$ cat src/epc_params.svh
// Register indices, reset values and encodings for the pin interrupt block
`ifndef EPC_PARAMS_SVH
`define EPC_PARAMS_SVH
`define EPC_IDX_GROUP_ENABLE 8'h68
`define EPC_IDX_MASK_LOW 8'h6b
`define EPC_IDX_MASK_SECOND 8'h6c
`define EPC_IDX_MASK_THIRD 8'h6d
`define EPC_IDX_MASK_HIGH 8'h73
`define EPC_IDX_LINE_ENABLE 8'h60
`define EPC_IDX_LINE_FLAGS 8'h61
`define EPC_IDX_GROUP_FLAGS 8'h62
`define EPC_IDX_EVENT_STATUS 8'h63
`define EPC_IDX_EVENT_MASK 8'h64
`define EPC_RST_BYTE 8'h00
`define EPC_GROUP_EN_RW 8'h0f
`define EPC_SENSE_LOW 2'h0
`define EPC_SENSE_ANY 2'h1
`define EPC_SENSE_FALL 2'h2
`define EPC_SENSE_RISE 2'h3
`define EPC_RESP_OKAY 2'h0
`define EPC_RESP_SLVERR 2'h2
`define EPC_ACK_GROUP_BASE 3'h3
`define EPC_FILL_DONE 2'h3
`endif

$ cat src/epc_pkg.sv
// Types shared by the pin interrupt block
package epc_pkg;
  typedef struct packed {
    logic [2:0] line;
    logic [31:0] watch;
  } epc_pins_t;

  typedef struct packed {
    logic aw_held;
    logic [7:0] aw_idx;
    logic w_held;
    logic [7:0] w_data;
    logic w_strb0;
    logic bvalid;
    logic [1:0] bresp;
    logic rvalid;
    logic [7:0] rdata;
    logic [1:0] rresp;
  } epc_bus_t;

  typedef struct packed {
    epc_pins_t sync1;
    epc_pins_t sync2;
    epc_pins_t prev;
    logic [1:0] fill;
    logic [2:0] line_en;
    logic [2:0] line_flag;
    logic [3:0] grp_en;
    logic [3:0] grp_flag;
    logic [31:0] pmask;
    logic [6:0] ev_stat;
    logic [6:0] ev_mask;
    epc_bus_t bus;
  } epc_state_t;

  typedef struct packed {
    logic [3:0] group;
    logic [2:0] line;
  } epc_req_t;
endpackage : epc_pkg

$ cat src/epc_irq.sv
// External line and pin change interrupt block with AXI4-Lite registers
// How it works
// (RULE1) Line requests need line enable and global enable
// (RULE2) Pins driven as outputs still raise requests
// (RULE3) Selected edge on a line sets its flag
// (RULE4) Set enabled line flag vectors; service clears it
// (RULE5) Write one clears line flag, zero keeps
// (RULE6) Level-sensed line flag always reads cleared
// (RULE7) Sleep-gated inputs may set line flags
// (RULE8) Four groups of eight pins, gated by enables
// (RULE9) Each group requests through its own vector
// (RULE10) Enabled pin change sets its group flag
// (RULE11) Group flag vectors; service or write-one clears
// (RULE12) Mask bit enables change detect per pin
// (RULE13) Group enable upper bits read zero; reset zero
// (RULE14) Sense codes: low, any, falling, rising edge
// (RULE15) Level mode requests while pin stays low
// (RULE16) Detection needs no separate I/O clock
// (RULE17) Acknowledge id clears flag; write clears immediately
// (RULE18) Pins synchronised before any edge compare
`timescale 1ns/1ps
`include "epc_params.svh"

module epc_irq #(
  parameter int ADDR_W = 12
) (
  // Clock and reset
  input wire logic clock_i,
  input wire logic rst_n_i,
  // Pins and core status
  input wire logic [2:0] dedicated_irq_lines_i,
  input wire logic [31:0] change_watch_pins_i,
  input wire logic [5:0] ext_sense_config_i,
  input wire logic core_status_word_gie_i,
  input wire logic sleep_i,
  // Core vectoring
  output epc_pkg::epc_req_t vector_req_o,
  input wire logic core_ack_i,
  input wire logic [2:0] core_ack_id_i,
  // Interrupt
  output logic irq_o,
  // AXI4-Lite write
  input wire logic [ADDR_W-1:0] s_axi_awaddr,
  input wire logic s_axi_awvalid,
  output logic s_axi_awready,
  input wire logic [31:0] s_axi_wdata,
  input wire logic [3:0] s_axi_wstrb,
  input wire logic s_axi_wvalid,
  output logic s_axi_wready,
  output logic [1:0] s_axi_bresp,
  output logic s_axi_bvalid,
  input wire logic s_axi_bready,
  // AXI4-Lite read
  input wire logic [ADDR_W-1:0] s_axi_araddr,
  input wire logic s_axi_arvalid,
  output logic s_axi_arready,
  output logic [31:0] s_axi_rdata,
  output logic [1:0] s_axi_rresp,
  output logic s_axi_rvalid,
  input wire logic s_axi_rready
);

  epc_pkg::epc_state_t q;
  epc_pkg::epc_state_t d;
  epc_pkg::epc_pins_t cur;
  logic armed;
  logic [2:0] lvl;
  logic [2:0] rise;
  logic [2:0] fall;
  logic [2:0] line_set;
  logic [3:0] grp_set;
  logic [31:0] chg;
  logic [2:0] ack_line;
  logic [3:0] ack_grp;
  logic wr_fire;
  logic [7:0] wr_bits;
  logic [7:0] rd_idx;
  logic [2:0] line_clr;
  logic [3:0] grp_clr;

  // Disabled lines lose their input buffer in sleep; the forced low may set a flag
  assign cur.line = q.sync2.line & ~({3{sleep_i}} & ~q.line_en); // [RULE7] [RULE2]
  assign cur.watch = q.sync2.watch; // [RULE2]
  // No compare until the synchronisers hold real pin values
  assign armed = (q.fill == `EPC_FILL_DONE);
  assign rise = cur.line & ~q.prev.line; // [RULE18]
  assign fall = ~cur.line & q.prev.line; // [RULE18]

  always_comb begin
    for (int i = 0; i < 3; i++) begin
      lvl[i] = (ext_sense_config_i[2*i +: 2] == `EPC_SENSE_LOW);
      case (ext_sense_config_i[2*i +: 2])
        `EPC_SENSE_ANY: line_set[i] = armed & (rise[i] | fall[i]); // [RULE14] [RULE3]
        `EPC_SENSE_FALL: line_set[i] = armed & fall[i]; // [RULE14]
        `EPC_SENSE_RISE: line_set[i] = armed & rise[i]; // [RULE14]
        default: line_set[i] = 1'b0;
      endcase
    end
  end

  // Plain sampled logic on the system clock; no second clock involved
  assign chg = (cur.watch ^ q.prev.watch) & q.pmask; // [RULE12] [RULE16]
  always_comb begin
    for (int g = 0; g < 4; g++) begin
      grp_set[g] = armed & q.grp_en[g] & (|chg[8*g +: 8]); // [RULE8] [RULE10]
      ack_grp[g] = core_ack_i && (core_ack_id_i == (`EPC_ACK_GROUP_BASE + 3'(g))); // [RULE17]
    end
    for (int i = 0; i < 3; i++) begin
      ack_line[i] = core_ack_i && (core_ack_id_i == 3'(i)); // [RULE17]
    end
  end

  assign wr_fire = q.bus.aw_held & q.bus.w_held & ~q.bus.bvalid;
  assign wr_bits = q.bus.w_strb0 ? q.bus.w_data : `EPC_RST_BYTE;
  assign rd_idx = s_axi_araddr[9:2];
  assign line_clr = ack_line |
    ((wr_fire && q.bus.aw_idx == `EPC_IDX_LINE_FLAGS) ? wr_bits[2:0] : 3'h0); // [RULE5] [RULE4]
  assign grp_clr = ack_grp |
    ((wr_fire && q.bus.aw_idx == `EPC_IDX_GROUP_FLAGS) ? wr_bits[3:0] : 4'h0); // [RULE11]

  always_comb begin
    d = q;
    d.sync1.line = dedicated_irq_lines_i; // [RULE18]
    d.sync1.watch = change_watch_pins_i;
    d.sync2 = q.sync1;
    d.prev = cur;
    if (!armed) begin
      d.fill = q.fill + 2'h1;
    end
    // Set beats clear when both land in one cycle
    d.line_flag = ((q.line_flag & ~line_clr) | line_set) & ~lvl; // [RULE3] [RULE5] [RULE6]
    d.grp_flag = (q.grp_flag & ~grp_clr) | grp_set; // [RULE10] [RULE11]
    d.ev_stat = q.ev_stat | {grp_set, line_set};

    // Write channel: address and data taken in either order
    if (s_axi_awvalid && s_axi_awready) begin
      d.bus.aw_held = 1'b1;
      d.bus.aw_idx = s_axi_awaddr[9:2];
    end
    if (s_axi_wvalid && s_axi_wready) begin
      d.bus.w_held = 1'b1;
      d.bus.w_data = s_axi_wdata[7:0];
      d.bus.w_strb0 = s_axi_wstrb[0];
    end
    if (wr_fire) begin
      d.bus.aw_held = 1'b0;
      d.bus.w_held = 1'b0;
      d.bus.bvalid = 1'b1;
      d.bus.bresp = `EPC_RESP_OKAY;
      case (q.bus.aw_idx)
        `EPC_IDX_GROUP_ENABLE: d.grp_en = wr_bits[3:0]; // [RULE13]
        `EPC_IDX_MASK_LOW: d.pmask[7:0] = wr_bits; // [RULE12]
        `EPC_IDX_MASK_SECOND: d.pmask[15:8] = wr_bits;
        `EPC_IDX_MASK_THIRD: d.pmask[23:16] = wr_bits;
        `EPC_IDX_MASK_HIGH: d.pmask[31:24] = wr_bits;
        `EPC_IDX_LINE_ENABLE: d.line_en = wr_bits[2:0]; // [RULE1]
        `EPC_IDX_LINE_FLAGS: d.bus.bresp = `EPC_RESP_OKAY;
        `EPC_IDX_GROUP_FLAGS: d.bus.bresp = `EPC_RESP_OKAY;
        `EPC_IDX_EVENT_STATUS: d.ev_stat = (q.ev_stat & ~wr_bits[6:0]) | {grp_set, line_set};
        `EPC_IDX_EVENT_MASK: d.ev_mask = wr_bits[6:0];
        default: d.bus.bresp = `EPC_RESP_SLVERR;
      endcase
    end else if (q.bus.bvalid && s_axi_bready) begin
      d.bus.bvalid = 1'b0;
    end

    // Read channel: one word at a time, answer the cycle after the address
    if (s_axi_arvalid && s_axi_arready) begin
      d.bus.rvalid = 1'b1;
      d.bus.rresp = `EPC_RESP_OKAY;
      case (rd_idx)
        `EPC_IDX_GROUP_ENABLE: d.bus.rdata = {4'h0, q.grp_en} & `EPC_GROUP_EN_RW; // [RULE13]
        `EPC_IDX_MASK_LOW: d.bus.rdata = q.pmask[7:0];
        `EPC_IDX_MASK_SECOND: d.bus.rdata = q.pmask[15:8];
        `EPC_IDX_MASK_THIRD: d.bus.rdata = q.pmask[23:16];
        `EPC_IDX_MASK_HIGH: d.bus.rdata = q.pmask[31:24];
        `EPC_IDX_LINE_ENABLE: d.bus.rdata = {5'h00, q.line_en};
        `EPC_IDX_LINE_FLAGS: d.bus.rdata = {5'h00, q.line_flag & ~lvl}; // [RULE6]
        `EPC_IDX_GROUP_FLAGS: d.bus.rdata = {4'h0, q.grp_flag};
        `EPC_IDX_EVENT_STATUS: d.bus.rdata = {1'b0, q.ev_stat};
        `EPC_IDX_EVENT_MASK: d.bus.rdata = {1'b0, q.ev_mask};
        default: begin
          d.bus.rdata = `EPC_RST_BYTE;
          d.bus.rresp = `EPC_RESP_SLVERR;
        end
      endcase
    end else if (q.bus.rvalid && s_axi_rready) begin
      d.bus.rvalid = 1'b0;
    end
  end

  // Constant reset only; pins are caught after release through the synchroniser
  always_ff @(posedge clock_i or negedge rst_n_i) begin
    if (!rst_n_i) begin
      q <= '0; // [RULE13]
    end else begin
      q <= d;
    end
  end

  // Level mode follows the pin, edge modes follow the flag
  always_comb begin
    for (int i = 0; i < 3; i++) begin
      vector_req_o.line[i] = core_status_word_gie_i & q.line_en[i] &
        (lvl[i] ? ~cur.line[i] : q.line_flag[i]); // [RULE1] [RULE4] [RULE15]
    end
    vector_req_o.group = q.grp_flag & q.grp_en & {4{core_status_word_gie_i}}; // [RULE9] [RULE11]
  end

  assign irq_o = |(q.ev_stat & q.ev_mask);
  assign s_axi_awready = ~q.bus.aw_held & ~q.bus.bvalid;
  assign s_axi_wready = ~q.bus.w_held & ~q.bus.bvalid;
  assign s_axi_bvalid = q.bus.bvalid;
  assign s_axi_bresp = q.bus.bresp;
  assign s_axi_arready = ~q.bus.rvalid;
  assign s_axi_rvalid = q.bus.rvalid;
  assign s_axi_rresp = q.bus.rresp;
  assign s_axi_rdata = {24'h000000, q.bus.rdata};
endmodule : epc_irq

$ cat config.mk
export PLATFORM = sky130hd
export DESIGN_NAME = epc_irq
export DESIGN_NICKNAME = d
export VERILOG_FILES = /design/src/epc_pkg.sv /design/src/epc_irq.sv
export VERILOG_INCLUDE_DIRS = /design/src
export SDC_FILE = /design/constraint.sdc
export NUM_CORES = 1
export LEC_CHECK = 0
export BUFFER_PORTS_ARGS = -buffer_cell sky130_fd_sc_hd__buf_2
export CAP_MARGIN = 25
export CORE_ASPECT_RATIO = 0.8
export CORE_MARGIN = 3
export CORE_UTILIZATION = 30
export CTS_BUF_LIST = sky130_fd_sc_hd__clkbuf_2
export CTS_CLUSTER_SIZE = 25
export DETAILED_ROUTE_END_ITERATION = 8
export PLACE_DENSITY = 0.6
export SLEW_MARGIN = 15
export SYNTH_ARGS = -nofsm -noshare
export SYNTH_HDL_FRONTEND = slang
export SYNTH_SLANG_ARGS = --single-unit
$ cat constraint.sdc
create_clock -name clock_i -period 1.6 [get_ports clock_i]
set_input_delay 0.24 -clock clock_i [delete_from_list [all_inputs] [get_ports clock_i]]
set_output_delay 0.24 -clock clock_i [all_outputs]
set_load 0.1 [all_outputs]
==> results.md <==
* Status: finished with violations
* Violated checks: negative setup slack
* Internal at 7.855 mW
* Global-route track usage on met2 at between 20% and 30%
* Pleak at 4.970 nW
* Net Sw Frac at 36.64%
* Most numerous cell in the Yosys netlist: dfrtp_1
* Critical path buffers and inverters at 1
* Post-route ant nets at 0
* Share of cells above drive strength 1 at between 30% and 40%
* GP Congestion at 0.8991
* GRT met1 Usage at around 22%
* Post-synth top cells: dfrtp_1 (198), nand2_1 (71), o21ai_0 (57)
* WL/cell at 16.31 um
* CTS tree: built
* Critical path, cell by cell: a222oi_1, nand3_2, buf_6
* Crit path required time at about 1400 ps
* Grt peak-use layer: met1
* Worst Setup Path Type: reg2out
* Hold path depth at 2
* DP HPWL at 15540 um
* Max stage delay on crit path at 450 ps
* Clock buffer depth at 2
* Residual DRC at 0
* #FFs+latches synth at 198
* Design area at 11230 um2
* Netlist Area Pre-Place at 8014 um2
* IR drop worst, VDD at 0.5414 mV
* 1st-iter DRT viols at between 400 and 500
* Synth top area share at 61.83%
* First-pass DRT Iterations at 7
* Area contributors post-synth: dfrtp_1 (62%), mux2_2 (5.1%), o21ai_0 (3.6%)
* WL final at 20880 um
* Final Hold Viols at 0
* Crit-path slowest cell: dfrtp_1
* Sequential fraction of the synthesis area at 61.83%
* Final number of setup-violating endpoints at 56
* Cells after Synth at 652
* FMAX at 0.4507 GHz
* Post-route minimum period at 2219 ps
* Root buffer cell: clkbuf_2
* First-pass GRT wire length at 33090 um
* NetSw at around 4.5 mW
* Area delta synth->final at 40.08%
* Worst reg2reg endpoint: q[67]
* FF-to-FF path depth at 5
* Placed cell area at 9565 um2
* CP Data Arrival Time at roughly 2000 ps
* Hold Path End: d[163]
* CTS Buf Count at 17
* RSZ-0062 raised after global routing: yes
* GRT Total Usage at between 10% and 20%
* Io pins at 163
* Top delay family on crit path: flip-flops
* Starting density of the core at 31.10%
* Core area at 25760 um2
* Tcrit/Tclk final at 138.7%
* Max Slew Vio Count at 0
* Synth area leader: dfrtp_1
* Maxcap violations at 0
* Vias in the first global route at 5897
* Ys flop type: dfrtp_1
* Start of the worst register-to-register path: s_axi_bvalid
* Worst-path clk slew at between 200 and 300 ps
* Crit-path max FO at 2
* GRT overflow at 0
* Antenna violations before repair at 1
* Power, Total at 12.40 mW
* Clock Power Share at 18.3%
* Setup crit start kind: register
* FFs w/ async S/R, synth at 100.0%
* CTS H-tree depth at 4
* Sequential Power Share at a little under 50%
* Full die area at about 29000 um2
* CTS Sinks at between 150 and 200
* HP Start: dedicated_irq_lines_i[1]
* Die height at approximately 150 um
* Clock skew at between 30 and 40 ps
* Largest net degree at the start of global routing at 50
* Avg Cell Area, Syn at 12.29 um2
* Routed via count at 5837
* Nets@finish at 1037
* Final worst slack at -618.7 ps
* PD cells at 1104 nW/um2
* Yosys warns at 0
* Met3 Resource Use GR at 4.186%
* R2R Setup Slk at -140 ps
* Crit path capture type: output port
* HP Class: in2reg
* Gate power share at 32.5%
* Vias per cell at 4.560
* Die X-Extent at 188.7 um
* Port bufs at a little over 100
* EDFF count, synth at 0
* Rows at 52
* Synth cell types at 59
* Place WS at -113.0 ps
* Clk_lat worst skew at around 770 ps
==> layout by cell type, fill, tap and decap left out, types with 11 or more instances in the layout <==
cell / instances
xor2_1: 32
o21ai_1: 25
buf_2: 77
mux2_2: 22
nor2_1: 13
conb_1: 26
nand2_1: 57
mux2_4: 14
buf_4: 78
dfrtp_1: 195
dlygate4sd3_1: 77
buf_12: 29
inv_1: 14
clkbuf_2: 17
nand2_2: 13
o21ai_0: 26
a22oi_1: 29
buf_6: 11
==> how the worst max path moves through the flow <==
stage                      start    end  cells past startpoint
finish                     q[43]  irq_o                      3
detailed placement         q[31]  q[69]                      6
global placement           q[31]  q[68]                      6
floorplan           s_axi_bvalid  q[14]                      4
CTS                        q[41]  irq_o                      3
global route               q[41]  irq_o                      3
==> timing repair <==
action	in CTS	in global routing
hold buffers	76	1
endpoints found under the hold margin	276	1
cloned	0	1
resized for setup	90	74
buffers inserted	15	7
pin swaps	16	28
setup endpoints to repair	75	93
==> metrics by stage <==
step                hold slack (ps)  setup TNS, ps  utilization (%)  cells
floorplan                    -55.59         -15000                -    677
global placement              212.0          -1569            37.13   1150
detailed placement            218.7          -2361            37.13   1150
CTS                           14.07          -8396            42.56   1270
global route                  3.686         -15390            43.57   1280
finish                        87.66          -6785            43.57   1280
==> kinds of logic after synthesis <==
logic type | after synthesis | synth area share, %
muxes | 45 | 6.339
xor gates and xnor gates | 33 | 3.607
buffers and inverters | 69 | 5.074
DFF | 198 | 61.83
other | 1 | 0.04679
and+or+nand+nor | 168 | 11.40
AOI/OAI and AO/OA | 130 | 10.49
adders and majority gates | 8 | 1.218
==> power by group through the flow <==
stage	clock, mW	combinational (mW)	sequential, mW
2_1_floorplan	0	2.05	6.10
3_3_place_gp	0	3.38	6.14
3_5_place_dp	0	3.41	6.17
4_1_cts	2.37	3.87	6.10
5_1_grt	2.58	4.31	6.19
6_report	2.27	4.03	6.10
==> metal layers <==
layer | vias up | share of wire, %
met1 | 2851 | 47
met2 | 196 | 44
met4 | 0 | 1.0
met3 | 18 | 7.9
met5 | - | 0
li1 | 2772 | -
==> final cells by class <==
type	instances	area (um2)
multi-input combinational	410	3072
tap	351	439.2
timing repair buffer	274	2475
antenna	1	2.502
inverter	15	60.06
sequential	198	4964
fill	2398	14540
clock inverter	14	128.9
clock buffer	17	85.08
==> flip-flops by register name, indices dropped and copies added (netlist names) <==
signal        count
cur              32
s_axi_rdata       8
s_axi_bresp       1
s_axi_rresp       1
s_axi_bvalid      1
q               119
d                35
s_axi_rvalid      1
Note: power is estimated with default switching activity, not from simulation.
